`config.mk`:
```
export PLATFORM = sky130hd
export DESIGN_NAME = iexp_slave
export DESIGN_NICKNAME = d
export VERILOG_FILES = /design/src/rtl/iexp_slave.v /design/src/rtl/iexp_sync_edge.v
export VERILOG_INCLUDE_DIRS = /design/src /design/src/common
export SDC_FILE = /design/constraint.sdc
export NUM_CORES = 1
export LEC_CHECK = 0
export BUFFER_PORTS_ARGS = -buffer_cell sky130_fd_sc_hd__buf_2
export CAP_MARGIN = 20
export CORE_UTILIZATION = 59
export CTS_CLUSTER_DIAMETER = 40
export DETAILED_ROUTE_END_ITERATION = 6
export PLACE_DENSITY = 0.82
export SLEW_MARGIN = 5
export SYNTH_ARGS = -nofsm -noshare
export SYNTH_HDL_FRONTEND = slang
export SYNTH_SLANG_ARGS = --single-unit
```
`constraint.sdc`:
```
create_clock -name i_clk -period 2.1 [get_ports i_clk]
set_input_delay 0.21 -clock i_clk [delete_from_list [all_inputs] [get_ports i_clk]]
set_output_delay 0.21 -clock i_clk [all_outputs]
set_load 0.02 [all_outputs]
```
`src/common/iexp_defines.vh`:
```
// Constants for the I2C port expander slave: codes, addresses, reset values
`ifndef IEXP_DEFINES_VH
`define IEXP_DEFINES_VH
`define IEXP_GCALL_ADDR 8'h00
`define IEXP_RESET_CODE 8'h06
`define IEXP_ID_ADDR7 7'h7c
`define IEXP_PORT_RESET 8'hff
`define IEXP_MFR_ID 12'h5a5
`define IEXP_PART_ID 9'h0c3
`define IEXP_REV_ID 3'h1
`define IEXP_ID_BYTES 2'h3
`endif

```
`src/rtl/iexp_slave.v`:
```
// I2C slave of the quasi-bidirectional 8-bit port expander
// Notes on behaviour
// - Ack general call only as 00h write
// - Ack following byte only if 06h
// - No ack for further general call bytes
// - Reset code plus STOP restores power-up state
// - Repeated START after code: no reset
// - Declined reset bytes leave registers untouched
// - Hardwired 24-bit identity: 12/9/3 fields
// - Ack identity target byte if own address
// - STOP or foreign address abandons identity read
// - Identity shifted MSB first, manufacturer first
// - Master nack ends identity read, ignore until START/STOP
// - Stop sending identity on master nack
// - Keep acking: wrap to first identity byte
// - Port read returns live pin levels
// - Single port register, no command byte
// - One byte covers all eight pins
// - Pins released high at power-on
// - Strong pull-up only during ack high
// - Written zero holds strong sink low
// - Unlimited write bytes, each overwrites port
`timescale 1ns/10ps
`default_nettype none
`include "iexp_defines.vh"
module iexp_slave #(
    parameter [6:0] OWN_ADDR = 7'h20, // Own slave address
    parameter [11:0] MFR_ID = `IEXP_MFR_ID, // Arbitrary value
    parameter [8:0] PART_ID = `IEXP_PART_ID, // Arbitrary value
    parameter [2:0] REV_ID = `IEXP_REV_ID // Arbitrary value
) (
    input wire i_clk,
    input wire i_reset_n,
    input wire i_scl,
    input wire i_sda,
    output reg o_sda_oe_n,
    input wire [7:0] i_pin,
    output reg [7:0] o_sink,
    output reg [7:0] o_boost
);
    // ****************************************
    // States and signals
    // ****************************************
    localparam ST_IDLE = 3'd0; // Waiting for address
    localparam ST_RX = 3'd1; // Receiving a byte
    localparam ST_ACK = 3'd2; // Ack slot
    localparam ST_TX = 3'd3; // Sending a byte
    localparam ST_MACK = 3'd4; // Master ack slot
    localparam ST_IGN = 3'd5; // Ignore until START/STOP
    localparam PH_ADDR = 3'd0; // Address byte
    localparam PH_PWR = 3'd1; // Port write data
    localparam PH_GC = 3'd2; // General call data
    localparam PH_GCX = 3'd3; // Extra general call data
    localparam PH_IDT = 3'd4; // Identity target byte
    localparam PH_PRD = 3'd5; // Port read
    localparam PH_IRD = 3'd6; // Identity read
    wire scl_q, sda_q, scl_rise, scl_fall, start_c, stop_c;
    reg [2:0] st_q; // Main state
    reg [2:0] ph_q; // Transfer phase
    reg [2:0] bit_q; // Bit counter
    reg [7:0] sh_q; // Shift register
    reg ack_q; // Ack decided for this slot
    reg [7:0] port_q; // Port latch
    reg id_armed_q; // Identity target acked
    reg rst_armed_q; // Reset code acked
    reg [1:0] id_idx_q; // Identity byte index
    reg soft_rst; // Software reset request
    reg byte_q; // Eight bits shifted in, byte ends at next fall
    reg wr_ack_q; // Ack slot belongs to a port data byte
    wire [23:0] id_word = {MFR_ID, PART_ID, REV_ID};
    // Select an identity byte, manufacturer first
    function [7:0] id_byte;
        input [1:0] idx;
        begin
            case (idx)
                2'd0: id_byte = id_word[23:16];
                2'd1: id_byte = id_word[15:8];
                default: id_byte = id_word[7:0];
            endcase
        end
    endfunction
    // Identity byte at the current index, MSB goes out first
    wire [7:0] id_cur = id_byte(id_idx_q);
    // ****************************************
    // Line sampler
    // ****************************************
    iexp_sync_edge u_sync (
        .i_clk(i_clk),
        .i_reset_n(i_reset_n),
        .i_scl(i_scl),
        .i_sda(i_sda),
        .o_scl_q(scl_q),
        .o_sda_q(sda_q),
        .o_scl_rise(scl_rise),
        .o_scl_fall(scl_fall),
        .o_start(start_c),
        .o_stop(stop_c)
    );
    // Reset fires on STOP after acked code
    always @* begin
        soft_rst = stop_c & rst_armed_q;
    end
    // ****************************************
    // Protocol engine
    // ****************************************
    always @(posedge i_clk or negedge i_reset_n) begin
        if (!i_reset_n) begin
            st_q <= ST_IDLE;
            ph_q <= PH_ADDR;
            bit_q <= 3'd0;
            sh_q <= 8'h00;
            ack_q <= 1'b0;
            port_q <= `IEXP_PORT_RESET;
            id_armed_q <= 1'b0;
            rst_armed_q <= 1'b0;
            id_idx_q <= 2'd0;
            o_sda_oe_n <= 1'b1;
            byte_q <= 1'b0;
            wr_ack_q <= 1'b0;
        end else if (soft_rst) begin
            // Back to power-up values
            st_q <= ST_IDLE;
            ph_q <= PH_ADDR;
            bit_q <= 3'd0;
            sh_q <= 8'h00;
            ack_q <= 1'b0;
            port_q <= `IEXP_PORT_RESET;
            id_armed_q <= 1'b0;
            rst_armed_q <= 1'b0;
            id_idx_q <= 2'd0;
            o_sda_oe_n <= 1'b1;
            byte_q <= 1'b0;
            wr_ack_q <= 1'b0;
        end else if (stop_c) begin
            // STOP drops any pending identity read
            st_q <= ST_IDLE;
            ph_q <= PH_ADDR;
            id_armed_q <= 1'b0;
            o_sda_oe_n <= 1'b1;
        end else if (start_c) begin
            // Repeated START cancels pending reset
            st_q <= ST_RX;
            ph_q <= PH_ADDR;
            bit_q <= 3'd0;
            byte_q <= 1'b0; // SCL fall after START is no byte end
            rst_armed_q <= 1'b0;
            o_sda_oe_n <= 1'b1;
        end else begin
            case (st_q)
                ST_RX: begin
                    if (scl_rise) begin
                        sh_q <= {sh_q[6:0], sda_q};
                        bit_q <= bit_q + 3'd1;
                        // Eighth bit in: byte ends at next fall
                        if (bit_q == 3'd7) begin
                            byte_q <= 1'b1;
                        end
                    end else if (scl_fall && byte_q) begin
                        // Full byte received: decide ack
                        st_q <= ST_ACK;
                        byte_q <= 1'b0;
                        ack_q <= 1'b0;
                        wr_ack_q <= 1'b0;
                        case (ph_q)
                            PH_ADDR: begin
                                if (sh_q == `IEXP_GCALL_ADDR) begin
                                    ack_q <= 1'b1;
                                    ph_q <= PH_GC;
                                end else if (sh_q[7:1] == `IEXP_ID_ADDR7
                                    && !sh_q[0]) begin
                                    ack_q <= 1'b1;
                                    ph_q <= PH_IDT;
                                    id_armed_q <= 1'b0;
                                end else if (sh_q[7:1] == `IEXP_ID_ADDR7
                                    && id_armed_q) begin
                                    ack_q <= 1'b1;
                                    ph_q <= PH_IRD;
                                    id_idx_q <= 2'd0;
                                end else if (sh_q[7:1] == OWN_ADDR) begin
                                    ack_q <= 1'b1;
                                    ph_q <= sh_q[0] ? PH_PRD : PH_PWR;
                                    id_armed_q <= 1'b0;
                                end else begin
                                    // Foreign slave: drop identity
                                    id_armed_q <= 1'b0;
                                    st_q <= ST_IGN;
                                end
                            end
                            PH_GC: begin
                                if (sh_q == `IEXP_RESET_CODE) begin
                                    ack_q <= 1'b1;
                                    rst_armed_q <= 1'b1;
                                    ph_q <= PH_GCX;
                                end else begin
                                    st_q <= ST_IGN;
                                end
                            end
                            PH_GCX: begin
                                // No more acks, no reset either
                                rst_armed_q <= 1'b0;
                                st_q <= ST_IGN;
                            end
                            PH_IDT: begin
                                if (sh_q[7:1] == OWN_ADDR) begin
                                    ack_q <= 1'b1;
                                    id_armed_q <= 1'b1;
                                end else begin
                                    st_q <= ST_IGN;
                                end
                            end
                            default: begin
                                // Port write: every byte taken
                                ack_q <= 1'b1;
                                wr_ack_q <= 1'b1;
                                port_q <= sh_q;
                            end
                        endcase
                    end
                end
                ST_ACK: begin
                    if (scl_fall) begin
                        // Ack slot over
                        o_sda_oe_n <= 1'b1;
                        bit_q <= 3'd0;
                        if (!ack_q) begin
                            st_q <= ST_IGN;
                        end else if (ph_q == PH_PRD) begin
                            st_q <= ST_TX;
                            sh_q <= i_pin;
                            o_sda_oe_n <= i_pin[7];
                        end else if (ph_q == PH_IRD) begin
                            st_q <= ST_TX;
                            sh_q <= id_cur;
                            o_sda_oe_n <= id_cur[7];
                        end else begin
                            st_q <= ST_RX;
                        end
                    end else begin
                        // Pull SDA through the whole ack clock
                        o_sda_oe_n <= ~ack_q;
                    end
                end
                ST_TX: begin
                    if (scl_fall) begin
                        bit_q <= bit_q + 3'd1;
                        if (bit_q == 3'd7) begin
                            o_sda_oe_n <= 1'b1; // Release for master
                            st_q <= ST_MACK;
                        end else begin
                            sh_q <= {sh_q[6:0], 1'b0};
                            o_sda_oe_n <= sh_q[6];
                        end
                    end
                end
                ST_MACK: begin
                    if (scl_rise) begin
                        if (sda_q) begin
                            // Master nack: stop sending
                            st_q <= ST_IGN;
                            id_armed_q <= 1'b0;
                        end else if (ph_q == PH_IRD) begin
                            if (id_idx_q == `IEXP_ID_BYTES - 2'd1) begin
                                id_idx_q <= 2'd0;
                            end else begin
                                id_idx_q <= id_idx_q + 2'd1;
                            end
                        end
                    end else if (scl_fall) begin
                        // Next byte goes out
                        st_q <= ST_TX;
                        bit_q <= 3'd0;
                        sh_q <= ph_q == PH_PRD ? i_pin : id_cur;
                        o_sda_oe_n <= ph_q == PH_PRD ? i_pin[7] : id_cur[7];
                    end
                end
                ST_IGN: begin
                    o_sda_oe_n <= 1'b1; // Wait for START or STOP
                end
                default: begin
                    st_q <= ST_IDLE;
                end
            endcase
        end
    end
    // ****************************************
    // Pin drivers
    // ****************************************
    // Sink follows zeros; boost only while ack SCL high
    always @(posedge i_clk or negedge i_reset_n) begin
        if (!i_reset_n) begin
            o_sink <= 8'h00;
            o_boost <= 8'h00;
        end else begin
            o_sink <= ~port_q;
            // Address ack never boosts, only a port data byte ack
            o_boost <= (st_q == ST_ACK && wr_ack_q && !o_sda_oe_n
                && scl_q) ? port_q : 8'h00;
        end
    end
endmodule // iexp_slave
`default_nettype wire

```
`src/rtl/iexp_sync_edge.v`:
```
// Bus line sampler: registered copies of SCL and SDA with edge flags
`timescale 1ns/10ps
`default_nettype none
module iexp_sync_edge (
    input wire i_clk,
    input wire i_reset_n,
    input wire i_scl,
    input wire i_sda,
    output reg o_scl_q,
    output reg o_sda_q,
    output wire o_scl_rise,
    output wire o_scl_fall,
    output wire o_start,
    output wire o_stop
);
    // ****************************************
    // Line history
    // ****************************************
    reg scl_p_q; // Previous SCL
    reg sda_p_q; // Previous SDA
    // Sample lines every clock
    always @(posedge i_clk or negedge i_reset_n) begin
        if (!i_reset_n) begin
            o_scl_q <= 1'b1;
            o_sda_q <= 1'b1;
            scl_p_q <= 1'b1;
            sda_p_q <= 1'b1;
        end else begin
            o_scl_q <= i_scl;
            o_sda_q <= i_sda;
            scl_p_q <= o_scl_q;
            sda_p_q <= o_sda_q;
        end
    end
    assign o_scl_rise = o_scl_q & ~scl_p_q;
    assign o_scl_fall = ~o_scl_q & scl_p_q;
    // SDA falls while SCL high
    assign o_start = o_scl_q & scl_p_q & sda_p_q & ~o_sda_q;
    // SDA rises while SCL high
    assign o_stop = o_scl_q & scl_p_q & ~sda_p_q & o_sda_q;
endmodule // iexp_sync_edge
`default_nettype wire

```
==> out/results.ini <==
[place]
gp_congestion = 0.991
port_buffers = 28
hpwlAfterDp_um = 5330
placed_cell_area_um2 = 3410
dp.cells = 429

[sta]
worst_slew_pin_slew_ns = 0.601
setup_viol = 0
period_needed_ns = 2.04
rsz0062_at_grt = yes
hold_ws_ns = 0.275
finClkSkew_ns = 0.0103
finalHoldViolCount = 0
maxSlewHeadroom_pct = 59.9
max_freq_ghz = 0.490
slew_violations = 0
period_share_pct = 97.3

[floorplan]
io_pins = 29
die_area_um2 = 5390
start_util_pct = 62.4
core_um2 = 4820
placementRows = 25
die_x_um = 73.4
die_h_um = 73.4

[power]
swShare_pct = 40.1
p_int_mw = 2.23
p_total_mw = 3.72
p_seq_share_pct = 36.1
p_per_area_nw_per_um2 = 1020
vdd_drop_max_uv = 515
leakage_nw = 1.61
clkPwrFrac_pct = 16.4
pwr-share-comb_pct = 47.5
p_switching_mw = 1.49

[drt]
ant_nets = 0
wl_per_cell_um = 17.2
first_iter_violations = 307
vias = 2725
post-route-drc-count = 0
avgViaCountPerCell = 6.14
firstDrtPassIters = 5
postRouteWirelength_um = 7640

[global_route]
grt_pass1_wl_um = 12400
grt_max_degree = 31
track_usage_pct = 30.3
overflow = 0
grt_pass1_vias = 2473
antenna_found_initial = 0

[outcome]
outcome = completed

[yosys]
synth_most_common_cell = dfrtp_1
ys_seq_area_share_pct = 44.6
yosys.area.top_type_share_pct = 33.3
synth_seq_cells = 53
yosysWarnings = 0
ys_types = 65
synth_xor_area_share_pct = 0.582
avgSynthCellArea_um2 = 9.34
synth_nets = 339
synth_top_family_by_area = simple AND/OR/NAND/NOR gates
synth_edf_count = 0
netlist_area_um2 = 3010
synthSimpleGateAreaFrac_pct = 21.1
yosys.area.top_type = dfrtp_1
ys.flop_type = dfrtp_1
synth_compound_area_share_pct = 20.8
synthMuxAreaShare_pct = 5.37
syn_inst = 322
synth-adder-area-share_pct = 2.08
synth_area_leaders = dfrtp_1 (33%), dfstp_2 (11%), mux2i_1 (5.0%)
synthArstFlopShare_pct = 100
synth_common_cells = dfrtp_1 (40), nand2_1 (33), nor2_1 (23), o21ai_0 (19), inv_1 (18)

[critical_path]
arrival_ns = 2.25
crit_type = reg2reg
worstPathMaxFanout = 8
start_kind = register
required_ns = 2.31
cp-end-kind = register

[final_layout]
fin_util_pct = 75.5
area_growth_pct = 20.8
fillers = 350
diodes = 0
fin_area_um2 = 3630
regArea_um2 = 1340
stdcell_count = 444
multi_input_area_um2 = 1570
nets = 393
layout-drive-gt1-share_pct = 27.9

[cts]
cts-root-buf = clkbuf_8
clock_sinks = 53
worstSkewPairLatency_ns = 0.32
clk_pin_slew_worst_paths_ns = 0.11
cts_tree = yes
cts_buffers = 5
clockBufferDepth = 2
h-tree-depth = 2

[hold_path]
hold_path.class = in2reg

[run]
drv_cap = 0

==> flip-flops by register name, indices dropped and copies added, names as in the netlist, 2 cells and up <==
signal	count
sh_q	8
st_q	3
bit_q	3
port_q	8
ph_q	3
id_idx_q	2
o_sink	8
o_boost	8
==> area by class of cell <==
cell class / count / share of cell area, %
sequential: 53 / 36.9
multi-input combinational: 228 / 43.2
tap: 67 / 2.31
clock inverter: 3 / 0.688
inverter: 18 / 1.86
timing repair buffer: 70 / 13.1
clock buffer: 5 / 1.89
==> power by group through the flow <==
stage	sequential [mW]	clock [mW]	combinational, mW
after floorplan	1.30	0	1.11
after global placement	1.35	0	1.55
after detailed placement	1.35	0	1.58
after CTS	1.33	0.612	1.61
after global routing	1.36	0.650	1.91
final	1.34	0.611	1.77
==> layer usage <==
metal  global-route usage [%]  routed length (um)  vias to the layer above
met5                        0                   0                        -
met4                     9.40                 209                        0
met3                     5.35                 508                       23
met2                     46.7                3580                      121
met1                     43.6                3340                     1295
li1                         -                   -                     1286
==> logic make-up after synthesis <==
| group | Yosys count |
|---|---|
| buffers and inverters | 41 |
| xor gates and xnor gates | 2 |
| DFF | 53 |
| AOI/OAI and AO/OA | 89 |
| muxes | 16 |
| adders and majority gates | 5 |
| and+or+nand+nor | 116 |
==> per-stage QoR <==
step	setup WS [ns]	setup TNS (ns)
floorplan	0.176	0
global placement	0.0367	0
detailed placement	-0.00865	-0.00865
CTS	-0.00320	-0.00320
global route	-0.0192	-0.0415
finish	0.0576	0
==> worst max-delay path: stages (launching register included) <==
cell and delay, ns:
dfstp_2 0.56, inv_1 0.05, ha_2 0.24, nor2b_1 0.19
a221o_1 0.23, nand3_1 0.10, a32o_1 0.29, mux2_2 0.27
==> timing repair <==
item	4_1_cts	5_1_grt
gates resized for setup	1	11
hold buffers	3	0
gates cloned	0	0
endpoints found under the hold margin	22	0
pin swaps	0	3
buffers inserted	0	4
setup endpoints to repair	3	19
==> cell usage in the layout, fill, tap and decap left out, drive strengths merged, types with 4 or more instances in the layout <==
cell type	Yosys	final
a211oi	5	5
a21oi	14	14
a22o	4	4
a31oi	12	12
and3	4	4
buf	8	67
clkbuf	15	5
dfrtp	40	40
dfstp	13	13
ha	5	5
inv	18	20
mux2i	15	15
nand2	33	33
nand3	8	8
nor2	23	23
nor2b	5	5
nor3	6	6
nor4	8	8
o211ai	4	4
o21ai	19	19
or3	6	6
==> final timing paths <==
check,endpoint,slack [ns],start,cells after the start
setup reg to reg,bit_q[0],0.06,u_sync.scl_p_q,7
hold reg to reg,u_sync.scl_p_q,0.40,u_sync.o_scl_q,0
min in group asynchronous,o_sink[3],0.43,i_reset_n,2
max in group asynchronous,port_q[2],0.98,i_reset_n,3
setup / recovery,bit_q[0],0.06,u_sync.scl_p_q,7
hold / removal,sh_q[5],0.27,i_pin[5],4
Power figures use the tool's default switching activity.
